===== config.mk =====
export PLATFORM = sky130hd
export DESIGN_NAME = wdsup_watchdog
export DESIGN_NICKNAME = d
export VERILOG_FILES = /design/src/pkg/wdsup_pkg.sv /design/src/rtl/wdsup_tick.sv /design/src/rtl/wdsup_watchdog.sv
export SDC_FILE = /design/constraint.sdc
export NUM_CORES = 1
export LEC_CHECK = 0
export ABC_CLOCK_PERIOD_IN_PS = 3600
export BUFFER_PORTS_ARGS = -buffer_cell sky130_fd_sc_hd__buf_2
export CORE_UTILIZATION = 45
export CTS_BUF_LIST = sky130_fd_sc_hd__clkbuf_2
export DETAILED_ROUTE_END_ITERATION = 8
export GPL_ROUTABILITY_DRIVEN = 0
export PLACE_DENSITY = 0.67
export SETUP_SLACK_MARGIN = 0.05
export SLEW_MARGIN = 20
export SYNTH_ARGS = -nofsm -noshare
export SYNTH_HDL_FRONTEND = slang
export SYNTH_HIERARCHICAL = 1
export SYNTH_SLANG_ARGS = --single-unit

===== constraint.sdc =====
create_clock -name sys_clk -period 3.6 [get_ports sys_clk]
set_clock_uncertainty 0.1 [all_clocks]
set_input_delay 0.36 -clock sys_clk [delete_from_list [all_inputs] [get_ports sys_clk]]
set_output_delay 0.36 -clock sys_clk [all_outputs]
set_load 0.005 [all_outputs]

===== src/pkg/wdsup_pkg.sv =====
// Package with constants and types for the supervision timer block.
package wdsup_pkg;

  // Clock rate and the two time bases used by the timer.
  localparam int unsigned CLK_HZ          = 50000000;
  localparam int unsigned TICK_MS         = 10;
  localparam int unsigned TICK_CYCLES     = CLK_HZ / 1000 * TICK_MS;
  localparam int unsigned WAIT_BASE_MS    = 100;
  localparam int unsigned WAIT_BASE_TICKS = WAIT_BASE_MS / TICK_MS;

  // Field widths and reset values.
  localparam int unsigned TICK_W      = 19;
  localparam int unsigned PERIOD_W    = 8;
  localparam int unsigned WAIT_SEL_W  = 4;
  localparam int unsigned WAIT_W      = 18;
  localparam int unsigned PULSE_TICKS = 1;
  localparam logic [TICK_W-1:0]   TICK_RST  = 19'h00000;
  localparam logic [WAIT_W-1:0]   WAIT_RST  = 18'h00000;
  localparam logic [PERIOD_W-1:0] COUNT_RST = 8'h00;

  // Timer phases.
  typedef enum logic [1:0] {
    WDSUP_IDLE,
    WDSUP_WAIT,
    WDSUP_RUN,
    WDSUP_EXPIRED
  } wdsup_state_t;

endpackage


===== src/rtl/wdsup_tick.sv =====
// Divider that produces a one-cycle enable every 10 ms.
`timescale 1ns/10ps
module wdsup_tick
  import wdsup_pkg::*;
(
  input  wire logic sys_clk,
  input  wire logic rstn,
  output logic      tick_en
);

  typedef struct packed {
    logic [TICK_W-1:0] cnt;
    logic              pulse;
  } wdsup_tick_st_t;

  wdsup_tick_st_t st_reg;
  wdsup_tick_st_t st_next;

  // Free-running counter; the pulse is registered so it is glitch-free.
  always_comb begin
    st_next = st_reg;
    st_next.pulse = 1'b0;
    if (st_reg.cnt == TICK_W'(TICK_CYCLES - 1)) begin
      st_next.cnt = TICK_RST;
      st_next.pulse = 1'b1;
    end else begin
      st_next.cnt = st_reg.cnt + 1'b1;
    end
  end

  // State register with synchronous reset.
  always_ff @(posedge sys_clk) begin
    if (!rstn) begin
      st_reg <= '0;
    end else begin
      st_reg <= st_next;
    end
  end

  assign tick_en = st_reg.pulse;

endmodule


===== src/rtl/wdsup_watchdog.sv =====
// Supervision timer with initial wait, time-out counted in 10 ms ticks and expiry outputs.
`timescale 1ns/10ps

module wdsup_watchdog
  import wdsup_pkg::*;
(
  input  wire logic                  sys_clk,
  input  wire logic                  rstn,
  input  wire logic                  enable,
  input  wire logic                  kick_pin_en,
  input  wire logic                  kick_input,
  input  wire logic                  kick_cmd,
  input  wire logic [WAIT_SEL_W-1:0] wait_sel,
  input  wire logic [PERIOD_W-1:0]   timeout_period,
  input  wire logic                  timeout_pin_en,
  input  wire logic                  reset_on_expiry,
  output logic                       timeout_output,
  output logic                       sys_reset_pulse,
  output logic                       expired_cond,
  output logic                       waiting,
  output logic [PERIOD_W-1:0]        count_value
);

  typedef struct packed {
    wdsup_state_t        state;
    logic                kick_prev;
    logic                kick_seen;
    logic [WAIT_W-1:0]   wait_cnt;
    logic [PERIOD_W-1:0] count;
    logic                to_out;
    logic                rst_pulse;
    logic                expired;
    logic                waiting;
  } wdsup_st_t;

  wdsup_st_t   st_reg;
  wdsup_st_t   st_next;
  logic        tick_en;
  logic        pin_edge;
  logic        kick;
  logic [WAIT_W-1:0] wait_ticks;
  logic              wait_last;
  logic              period_done;

  // How the phases fit together.
  // The timer sits in the idle phase while enable is low, with every output except the count cleared.
  // Raising enable starts either the initial wait or the running phase at once.
  // The initial wait counts whole 10 ms ticks until the selected length is reached.
  // Kicks are ignored during the wait, so boot code cannot cut it short.
  // The running phase counts 10 ms ticks and compares the count with the period.
  // A kick in the running phase clears the count and keeps the timer alive.
  // When the count reaches the period with no kick, the timer expires.
  // The expired phase is latched and only a kick brings the timer back to running.
  // Dropping enable in any phase returns the timer to idle on the next edge.
  //
  // Limitations that a user must know.
  // The tick divider runs free and is not aligned to enable, so every interval
  // may be up to one tick shorter than its nominal length.
  // A period of zero expires on the first edge after entering the running phase.
  // The period input is sampled live, so lowering it while running can expire early.
  // The wait select is read at enable and during the wait, not latched once.
  //
  // Output modes.
  // In pin mode the time-out output follows the expired level.
  // In reset mode a one-cycle pulse is issued instead and the pin stays low,
  // so one expiry never reaches the reset logic by two paths at once.
  // The expired level is offered in every mode to the reset condition logic.
  //
  // Kick sources.
  // A command kick is a one-cycle pulse and is taken on the edge where it is high.
  // A pin kick is any change of level, compared with the level one edge before.
  // The first sample after reset is only stored, never taken as an edge.

  // Shared 10 ms time base.
  wdsup_tick u_tick (
    .sys_clk (sys_clk),
    .rstn    (rstn),
    .tick_en (tick_en)
  );

  // Wait length in ticks: zero for select 0, else 100 ms shifted left by select minus one.
  always_comb begin
    if (wait_sel == 4'h0) begin
      wait_ticks = WAIT_RST;
    end else begin
      wait_ticks = WAIT_W'(WAIT_BASE_TICKS) << (wait_sel - 4'h1);
    end
  end

  // Any edge on the kick pin counts, but only when the pin is assigned the kick role.
  assign pin_edge = kick_pin_en && st_reg.kick_seen
                    && (kick_input != st_reg.kick_prev);
  assign kick     = pin_edge || kick_cmd;

  // Last tick of the initial wait; the wait counter is compared before it steps.
  // The counter never exceeds the longest wait, so the sum cannot wrap.
  assign wait_last = tick_en && (st_reg.wait_cnt + 1'b1 >= wait_ticks);

  // Period used up; compared before the increment so a kick on the same
  // edge still wins and no expiry is reported.
  assign period_done = (st_reg.count >= timeout_period);

  // Main sequencer; the reset pulse lasts one cycle so it cannot retrigger itself.
  always_comb begin
    st_next = st_reg;
    st_next.kick_prev = kick_input;
    st_next.kick_seen = 1'b1; // The first sample after reset is never taken as an edge.
    st_next.rst_pulse = 1'b0;
    case (st_reg.state)
      WDSUP_IDLE: begin
        // Counters are cleared on the way out of idle, not while idle,
        // so the last count stays visible after the timer is disabled.
        st_next.to_out = 1'b0;
        st_next.expired = 1'b0;
        if (enable) begin
          st_next.wait_cnt = WAIT_RST;
          st_next.count = COUNT_RST;
          if (wait_ticks == WAIT_RST) begin
            st_next.state = WDSUP_RUN;
          end else begin
            st_next.state = WDSUP_WAIT;
          end
        end
      end
      WDSUP_WAIT: begin
        // Kicks are dropped here so that boot code cannot shorten the wait.
        if (tick_en) begin
          if (wait_last) begin
            st_next.state = WDSUP_RUN;
            st_next.count = COUNT_RST;
          end else begin
            st_next.wait_cnt = st_reg.wait_cnt + 1'b1;
          end
        end
      end
      WDSUP_RUN: begin
        // Priority is kick first, then expiry, then the tick step.
        // Putting the kick first means a late but valid kick is never lost.
        if (kick) begin
          st_next.count = COUNT_RST;
        end else if (period_done) begin
          st_next.state = WDSUP_EXPIRED;
          st_next.expired = 1'b1;
          st_next.to_out = timeout_pin_en && !reset_on_expiry;
          st_next.rst_pulse = reset_on_expiry;
        end else if (tick_en) begin
          st_next.count = st_reg.count + 1'b1;
        end
      end
      WDSUP_EXPIRED: begin
        // Latched until a kick; the count does not restart on its own.
        if (kick) begin
          st_next.state = WDSUP_RUN;
          st_next.count = COUNT_RST;
          st_next.expired = 1'b0;
          st_next.to_out = 1'b0;
        end
      end
      default: begin
        st_next.state = WDSUP_IDLE;
      end
    endcase
    if (!enable) begin
      st_next.state = WDSUP_IDLE;
      st_next.to_out = 1'b0;
      st_next.expired = 1'b0;
      st_next.rst_pulse = 1'b0;
    end
    // The wait flag is a flip-flop of its own so the output is not a decode.
    st_next.waiting = (st_next.state == WDSUP_WAIT);
  end

  // State register with synchronous reset.
  always_ff @(posedge sys_clk) begin
    if (!rstn) begin
      st_reg <= '0;
    end else begin
      st_reg <= st_next;
    end
  end

  // All outputs come straight from state flip-flops.
  assign timeout_output  = st_reg.to_out;
  assign sys_reset_pulse = st_reg.rst_pulse;
  assign expired_cond    = st_reg.expired;
  assign waiting         = st_reg.waiting;
  assign count_value     = st_reg.count;

endmodule

==> results of run 1 <==
-- through the flow --
| step | worst slack [ps] | area (µm²) | instances | total power, W |
|---|---|---|---|---|
| 2_1_floorplan | 485.0 | 3597 | 440 | 0.0007018 |
| 3_3_place_gp | 342.9 | 3837 | 561 | 0.0007387 |
| 3_5_place_dp | 301.6 | 3837 | 561 | 0.0007417 |
| 4_1_cts | 234.2 | 3901 | 570 | 0.001018 |
| 5_1_grt | 48.81 | 3933 | 573 | 0.001064 |
| 6_report | 262.3 | 3933 | 573 | 0.001012 |
-- power by group through the flow --
stage	logic, W	clock network [W]	registers, W
detailed placement	0.000119	0	0.000623
finish	0.000126	0.000273	0.000613
floorplan	0.0000802	0	0.000622
global placement	0.000116	0	0.000622
CTS	0.000120	0.000285	0.000613
global route	0.000140	0.000308	0.000615
-- final cells by class --
cell class / count / area, µm²
multi-input cells: 342 / 2305
fillers: 725 / 3795
repair buffers: 46 / 282.8
flip-flops and latches: 54 / 1085
clock inverters: 3 / 28.78
clock buffers: 5 / 25.02
well taps: 102 / 127.6
inverters: 21 / 78.83
-- cell families after synthesis --
group,share of synthesized area
flip-flops,0.3005
buffers and inverters,0.06017
AND/OR/NAND/NOR,0.2692
AO/OA/AOI/OAI,0.2017
XOR/XNOR,0.06817
adder cells (fa/ha/maj),0.09739
multiplexers,0.002783
-- cell usage after synthesis, drive strengths merged, types with 6 or more instances --
cell type	count
or4	6
dfxtp	54
o21ai	29
nand3	31
nor4	6
nand2	42
inv	20
o211ai	16
ha	28
nand4	9
nor3	8
nor2	33
nor2b	12
o221a	6
a21o	6
a21oi	25
xor2	11
and3	11
xnor2	17
or3	6
buf	15
clkbuf	8
-- worst reg2reg max path: stages (launching register included) --
cell     delay, ps
dfxtp_1        500
nand3_1        200
nor4_2         250
buf_4          180
and2_1         170
xor2_1         230
ha_1           290
a21o_1         180
a21o_1         160
a21oi_1        260
o21ai_0        170
o22ai_2        220
buf_4          170
buf_4          110
o21a_1         100
-- what timing repair did --
action                     CTS  global route
hold buffers                 1             0
hold endpoints to repair     1             0
setup endpoints to repair    0            24
setup buffers                0             3
gates resized for setup      0             4
-- per-layer routing --
metal | share of wire | vias up | wire, µm | GRT usage
met5 | 0 | - | 0 | 0
met4 | 0.0088 | 0 | 70 | 0.04497
met3 | 0.034 | 8 | 270 | 0.02513
met2 | 0.47 | 58 | 3713 | 0.3296
met1 | 0.49 | 1511 | 3905 | 0.2788
li1 | - | 1645 | - | -
-- final timing paths --
kind	from	end	slack, ps	depth (start not counted)
setup / recovery	st_reg[15]	count_value[0]	260	14
setup reg to reg	st_reg[15]	count_value[0]	260	14
hold / removal	reset_on_expiry	sys_reset_pulse	40	2
hold reg to reg	u_tick/st_reg[1]	u_tick/st_reg[1]	400	1
==> results.md, run 1 <==
* Setup violations, final at 0
* Antenna violations before repair at 0
* Worst EP required at 3930 ps
* Share of the synthesized area in the top cell type at 0.3005
* Vias in the first global route at 2918
* FF+latch count, synth at 54
* Post-Syn Area per Cell at 8.175 µm²
* Num CTS Buffers at 5
* Antenna Violating Nets Remaining at 0
* Root buffer cell: clkbuf_2
* Htree depth at 2
* P_leak at 1.600 nW
* Worst Setup End Kind: flop
* Max_slew headroom at 0.5162
* CTS tree: done
* Total number of vias at 3222
* Final Slew Violations at 0
* Flop pwr share at 0.606
* Gate count of the mapped netlist at 440
* FP Rows at 32
* Internal Power at 0.0007117 W
* Clock power share at 0.270
* Synth unique cells at 56
* Synth area leaders: dfxtp_1 (30%), ha_1 (9.7%), nand2_1 (4.4%), nand3_1 (4.2%), xnor2_1 (4.1%)
* Cell area after synthesis at 3597 µm²
* Chip height at 91.41 µm
* Sw Pwr at 0.0002998 W
* DIE AREA at 8355 µm²
* Top Ports at 32
* Crit Path Max Fanout at 6
* Max reg flops at 22
* Startpoint types: flop
* Commonest non-fill, non-tap cell in the layout: dfxtp_1
* Most frequent cells in the layout: dfxtp_1 (51), nand2_1 (42), nor2_1 (33)
* Max-cap violation count at 0
* TNS Setup at 0 ps
* Final Hold Vio Count at 0
* Crit-path most repeated cell: buf_4
* Sequential fraction of the synthesis area at 0.3005
* Path type of the worst setup path: reg2reg
* Min Tclk post-route at 3338 ps
* Number of port buffers at 31
* Sw frac at 0.2964
* Layout overhead on the synthesized area at 9.322%
* Drt via density at 5.623
* CP arrival at 3670 ps
* Clock Pin Slew Worst Setup and Hold Paths at 310 ps
* Crit path buf inv count at 3
* 1st-pass router iterations at 4
* Crit-path cells: nand3_1, nor4_2, buf_4, and2_1, xor2_1, ha_1, a21o_1, a21o_1, a21oi_1, o21ai_0, o22ai_2, buf_4, buf_4, o21a_1
* Share of layout cells above drive strength 1 at 0.1720
* Tightest Pin Transition at 725.8 ps
* Clk sinks at 54
* Residual DRC at 0
* Post-synth ARST share at 0
* DRT Wirelength at 7959 µm
* Initial core utilization at 0.4655
* First-pass GRT wire length at 13700 µm
* Syn nets at 488
* RSZ-0062 raised after global routing: false
* Detail Placement HPWL at 6058 µm
* Wirelength per Cell at 13.89 µm
* Comb pwr share at 0.124
* Crit-path slowest cell: dfxtp_1
* Hold crit path type: in2reg
* N_diodes at 0
* Gr usage total at 0.2006
* Grt total ovfl at 0
* Final-stage net count at 518
* Core Region at 7727 µm²
* Worst vdd ir at 0.1436 mV
* Number of enable flip-flop cells after synthesis at 0
* Largest net degree at the start of global routing at 27
* Finished Core Util at 0.5089
* Status: completed
* Clk_lat worst skew at 460 ps
* Cell taking the most area after synthesis: dfxtp_1
* Fmax at 299.6 MHz
* Cell family with most CP delay: compound AO/OA/AOI/OAI gates
* Prevailing post-synth register cell: dfxtp_1
* Synth warnings at 6
* 1st-iter DRT viols at 229
* Final worst hold slack at 42.70 ps
* Critical Path Max Stage Delay at 500 ps
* Tcrit/Tclk final at 0.9271
* Pwr dens at 257.2 nW/µm²
* Die width at 91.41 µm
* CTS Buffer Depth at 2
Note: power is estimated with default switching activity, not from simulation.
==> run 2: changes to the inputs <==
--- a/config.mk
+++ b/config.mk
@@ -13,4 +13,5 @@
 export GPL_ROUTABILITY_DRIVEN = 0
 export PLACE_DENSITY = 0.67
+export RECOVER_POWER = 50
 export SETUP_SLACK_MARGIN = 0.05
 export SLEW_MARGIN = 20
--- a/constraint.sdc
+++ b/constraint.sdc
@@ -3,3 +3,3 @@
 set_input_delay 0.36 -clock sys_clk [delete_from_list [all_inputs] [get_ports sys_clk]]
 set_output_delay 0.36 -clock sys_clk [all_outputs]
-set_load 0.005 [all_outputs]
+set_load 0.02 [all_outputs]
==> results.md, run 2 (synthesis results as in run 1) <==
* FILL cells at 736
* Status: completed
* Internal Power at 0.0007106 W
* Antenna Violating Nets Remaining at 0
* Layout overhead on the synthesized area at 8.522%
* Fmax at 299.7 MHz
* Register area at 1085 µm²
* Detail Placement HPWL at 6058 µm
* Worst vdd ir at 0.1437 mV
* Initial core utilization at 0.4655
* Area occupied by multi-input gates at 2296 µm²
* Largest net degree at the start of global routing at 27
* Drt via density at 5.592
* Tightest Pin Transition at 1206 ps
* CP arrival at 3640 ps
* 1st-pass router iterations at 4
* Min Tclk post-route at 3337 ps
* Final Hold Vio Count at 0
* Worst-case reg-to-reg path depth at 13
* Clock Pin Slew Worst Setup and Hold Paths at 310 ps
* Antenna violations before repair at 0
* Gr busiest metal: met2
* Placed cell count at 561
* Wirelength per Cell at 13.89 µm
* Num CTS Buffers at 5
* Crit Path Max Fanout at 17
* N_diodes at 0
* Clk_lat worst skew at 450 ps
* Commonest non-fill, non-tap cell in the layout: dfxtp_1
* Worst Setup End Kind: flop
* CTS tree: done
* Setup violations, final at 0
* Htree depth at 2
* Met3 Usage GRT at 0.02513
* P_leak at 1.540 nW
* Worst EP required at 3910 ps
* Max_slew headroom at 0.1913
* Flop pwr share at 0.607
* Root buffer cell: clkbuf_2
* Comb pwr share at 0.123
* Share of layout cells above drive strength 1 at 0.1423
* Final Slew Violations at 0
* Top Ports at 32
* Hold crit path type: in2reg
* Pwr dens at 258.7 nW/µm²
* RSZ-0062 raised after global routing: false
* Design Area, Final at 3904 µm²
* Max-cap violation count at 0
* Path type of the worst setup path: reg2reg
* DRT Wirelength at 7957 µm
* Setup WS post-layout at 263.0 ps
* Non-Filler Instances at 573
* Final-stage net count at 518
* Number of port buffers at 31
* Met2 GRT Util at 0.3296
* Final worst hold slack at 46.34 ps
* Die width at 91.41 µm
* Residual DRC at 0
* Grt total ovfl at 0
* Max reg flops at 22
* Total number of vias at 3204
* Sw Pwr at 0.0002991 W
* Tcrit/Tclk final at 0.9270
* Clock power share at 0.270
* First-pass GRT wire length at 13700 µm
* Startpoint types: flop
* DP Worst Slack at 301.6 ps
* Chip height at 91.41 µm
* DIE AREA at 8355 µm²
* FP Rows at 32
* CTS Buffer Depth at 2
* Most frequent cells in the layout: dfxtp_1 (51), nand2_1 (42), nor2_1 (33)
* Clk sinks at 54
* 1st-iter DRT viols at 264
* Met1 GRT Util at 0.2788
* Vias in the first global route at 2918
* Hold Crit Depth at 2
* TNS Setup at 0 ps
* Sw frac at 0.2962
* Placed Area at 3837 µm²
* Core Region at 7727 µm²
* Gr usage total at 0.2006
[run 2: cell types whose count changed in the layout (fill, tap and decap cells not counted)]
cell,before,now
o31ai_4,1,0
buf_4,13,12
clkbuf_1,0,14
buf_2,31,18
o31ai_2,0,1
[run 2: what timing repair did]
item,CTS,global route
endpoints found under the setup margin,0,24
buffers inserted,0,3
hold buffers,1,0
gates resized for setup,0,4
hold endpoints to repair,1,0
[run 2: final timing paths]
path	slack (ps)	start	to
hold reg to reg	400	u_tick/st_reg[1]	u_tick/st_reg[1]
setup / recovery	260	st_reg[15]	st_reg[14]
setup reg to reg	260	st_reg[15]	st_reg[14]
hold / removal	50	reset_on_expiry	sys_reset_pulse
[run 2: power groups by stage]
stage	registers [W]	clock network [W]	logic (W)
after floorplan	0.000622	0	0.0000802
after global placement	0.000622	0	0.000117
after detailed placement	0.000623	0	0.000120
after CTS	0.000613	0.000285	0.000121
after global routing	0.000615	0.000308	0.000140
final	0.000613	0.000272	0.000125
[run 2: critical path, stage by stage, from the launching register on]
cell and delay, ps:
dfxtp_1 500, nand3_1 200, nor4_2 250, buf_4 180, and2_1 170, xor2_1 230, ha_1 290, a21o_1 180
a21o_1 160, a21oi_1 260, and3_1 200, buf_4 230, o2111ai_1 190, o21ai_2 130
[run 2: area by class of cell]
type | count | share of cell area
clock buffer | 5 | 0.006410
clock inverter | 3 | 0.007372
inverter | 21 | 0.02019
multi-input combinational | 342 | 0.5881
sequential | 54 | 0.2779
tap | 102 | 0.03269
timing repair buffer | 46 | 0.06731
[run 2: metrics by stage]
| step | total power [W] | utilization |
|---|---|---|
| CTS | 0.001019 | 0.5049 |
| floorplan | 0.0007027 | - |
| global route | 0.001063 | 0.5052 |
| finish | 0.001010 | 0.5052 |
| global placement | 0.0007395 | 0.4966 |
| detailed placement | 0.0007426 | 0.4966 |
[run 2: metal layers]
| metal | wire length, µm | vias to the layer above |
|---|---|---|
| met5 | 0 | - |
| met4 | 69 | 0 |
| met3 | 228 | 7 |
| met2 | 3693 | 45 |
| met1 | 3966 | 1507 |
| li1 | - | 1645 |
==> run 3: changes to the inputs <==
Settings changed: ABC_AREA set to 1, ABC_CLOCK_PERIOD_IN_PS 3600 to 4000, TNS_END_PERCENT set to 10.
Clock period 3.6 ns to 4 ns, I/O delays scaled along.
==> results.md, run 3 <==
* Status: completed
* Synth warnings at 6
* TNS Setup at 0 ps
* Antenna Violating Nets Remaining at 0
* Cell area after synthesis at 3951 µm²
* Die width at 95.71 µm
* Total number of vias at 3714
* Post-synth ARST share at 0
* Final Hold Vio Count at 0
* Layout overhead on the synthesized area at 5.162%
* Worst hold endpoint: timeout_output
* Most frequent cell after synthesis: nand2_1
* Htree depth at 2
* Sw frac at 0.3712
* Cell taking the most area after synthesis: dfxtp_1
* Max reg flops at 22
* Max_slew headroom at 0.4765
* Flop pwr share at 0.517
* First-pass GRT wire length at 14300 µm
* Final Slew Violations at 0
* Max-cap violation count at 0
* Tcrit/Tclk final at 0.8472
* 1st-iter DRT viols at 193
* Num CTS Buffers at 5
* Post-Syn Area per Cell at 6.425 µm²
* Syn nets at 663
* Hold_sp: enable
* CTS Buffer Depth at 2
* Clk sinks at 54
* 1st-pass router iterations at 4
* Reg2reg start: st_reg[12]
* Worst-case reg-to-reg path depth at 19
* Setup slack, reg-to-reg at 610 ps
* Internal Power at 0.0007246 W
* Worst Setup End Kind: flop
* Hold crit path type: in2reg
* N_diodes at 0
* Path type of the worst setup path: reg2reg
* Number of port buffers at 31
* P_leak at 1.985 nW
* Startpoint types: flop
* Gate count of the mapped netlist at 615
* Commonest non-fill, non-tap cell in the layout: nand2_1
* Clk_lat worst skew at 490 ps
* Share of layout cells above drive strength 1 at 0.09531
* Register area at 1081 µm²
* Setup violations, final at 0
* Sw Pwr at 0.0004277 W
* CP arrival at 3710 ps
* Most frequent cells in the layout: nand2_1 (144), nor2_1 (108), inv_1 (91)
* FF+latch count, synth at 54
* Wirelength per Cell at 11.49 µm
* Drt via density at 4.985
* R2r endpoint: st_reg[17]
* Finished Core Util at 0.4982
* Synth unique cells at 37
* FILL cells at 859
* Number of enable flip-flop cells after synthesis at 0
* Tightest Pin Transition at 785.3 ps
* Residual DRC at 0
* Detail Placement HPWL at 6559 µm
* Grt total ovfl at 0
* Initial core utilization at 0.4737
* Final-stage net count at 687
* Sequential fraction of the synthesis area at 0.2736
* Area occupied by multi-input gates at 2341 µm²
* Gr usage total at 0.1960
* Fmax at 295.1 MHz
* DIE AREA at 9159 µm²
* Clock Pin Slew Worst Setup and Hold Paths at 330 ps
* Post-synth top cells: nand2_1 (143), nor2_1 (106), inv_1 (91)
* Chip height at 95.71 µm
* RSZ-0062 raised after global routing: false
* CTS tree: done
* Top Ports at 32
* Worst vdd ir at 0.1049 mV
* Root buffer cell: clkbuf_2
* Crit Path Max Fanout at 30
* Prevailing post-synth register cell: dfxtp_1
* Pwr dens at 277.3 nW/µm²
* Synth area leaders: dfxtp_1 (27%), nand2_1 (14%), nor2_1 (10%), ha_1 (8.9%), inv_1 (8.6%)
* Min Tclk post-route at 3389 ps
* Vias in the first global route at 3275
* Clock power share at 0.221
* Largest net degree at the start of global routing at 31
* Hold Crit Depth at 3
* Comb pwr share at 0.261
* Antenna violations before repair at 0
* Worst EP required at 4320 ps
* Core Region at 8341 µm²
* Share of the synthesized area in the top cell type at 0.2736
* FP Rows at 33
* DRT Wirelength at 8560 µm
run 3: worst max-delay path, stage by stage, from the launching register on:
cell	delay, ps
dfxtp_1	550
ha_1	230
nand2_1	80
nor2_2	140
nand3_1	130
nor2_1	170
nand2_1	110
o21ai_1	200
inv_1	80
ha_1	280
nand2_1	60
nor2_1	130
nand2_1	90
o21ai_0	140
nand2_1	80
nand3_2	90
nand3_2	130
nand2_4	290
nand2_1	100
a21oi_1	170
run 3: what timing repair did:
item | 4_1_cts | 5_1_grt
setup endpoints to repair | 0 | 18
buffers inserted | 0 | 0
endpoints found under the hold margin | 2 | 1
hold buffers | 2 | 1
resized for setup | 0 | 1
run 3: layout make-up:
type | count | share of cell area
repair buffers | 34 | 0.04095
well taps | 105 | 0.03162
clock buffers | 5 | 0.006022
multi-input cells | 444 | 0.5634
flip-flops and latches | 54 | 0.2602
clock inverters | 3 | 0.006926
inverters | 100 | 0.09094
run 3: metal layers:
layer,vias up,track usage,part of all wire
met2,64,0.3423,0.48
met5,-,0,0
met4,0,0.04602,0.0092
met3,6,0.02370,0.035
li1,1962,-,-
met1,1682,0.2569,0.47
run 3: metrics by stage:
stage	power (W)	cell area, µm²	worst slack, ps	cells	hold slack, ps
after floorplan	0.0008509	3951	1100	615	317.5
after global placement	0.0008937	4104	661.5	734	328.9
after detailed placement	0.0009051	4104	531.2	734	340.6
after CTS	0.001161	4178	486.2	744	17.58
after global routing	0.001239	4155	107.0	745	26.28
final	0.001152	4155	611.1	745	86.26
run 3: logic make-up (layout without fill, tap and decap cells):
| group | after synthesis | in the layout | synth area share |
|---|---|---|---|
| AO/OA/AOI/OAI | 53 | 53 | 0.07378 |
| XOR/XNOR | 22 | 22 | 0.04876 |
| adder cells (fa/ha/maj) | 28 | 28 | 0.08866 |
| buffers and inverters | 117 | 142 | 0.1295 |
| flip-flops | 54 | 54 | 0.2736 |
| AND/OR/NAND/NOR | 341 | 341 | 0.3857 |
run 3: how the worst max path moves through the flow:
stage | from | end | cells after the start
after floorplan | wait_sel[0] | st_reg[22] | 22
after global placement | st_reg[12] | st_reg[22] | 20
after detailed placement | st_reg[12] | st_reg[22] | 20
after CTS | st_reg[12] | st_reg[17] | 19
after global routing | st_reg[12] | st_reg[21] | 20
final | st_reg[12] | st_reg[17] | 19
run 3: power by group through the flow:
stage	logic, W	clock network (W)	registers, W
2_1_floorplan	0.000252	0	0.000599
3_3_place_gp	0.000290	0	0.000604
3_5_place_dp	0.000299	0	0.000606
4_1_cts	0.000303	0.000262	0.000596
5_1_grt	0.000350	0.000286	0.000603
6_report	0.000301	0.000255	0.000596
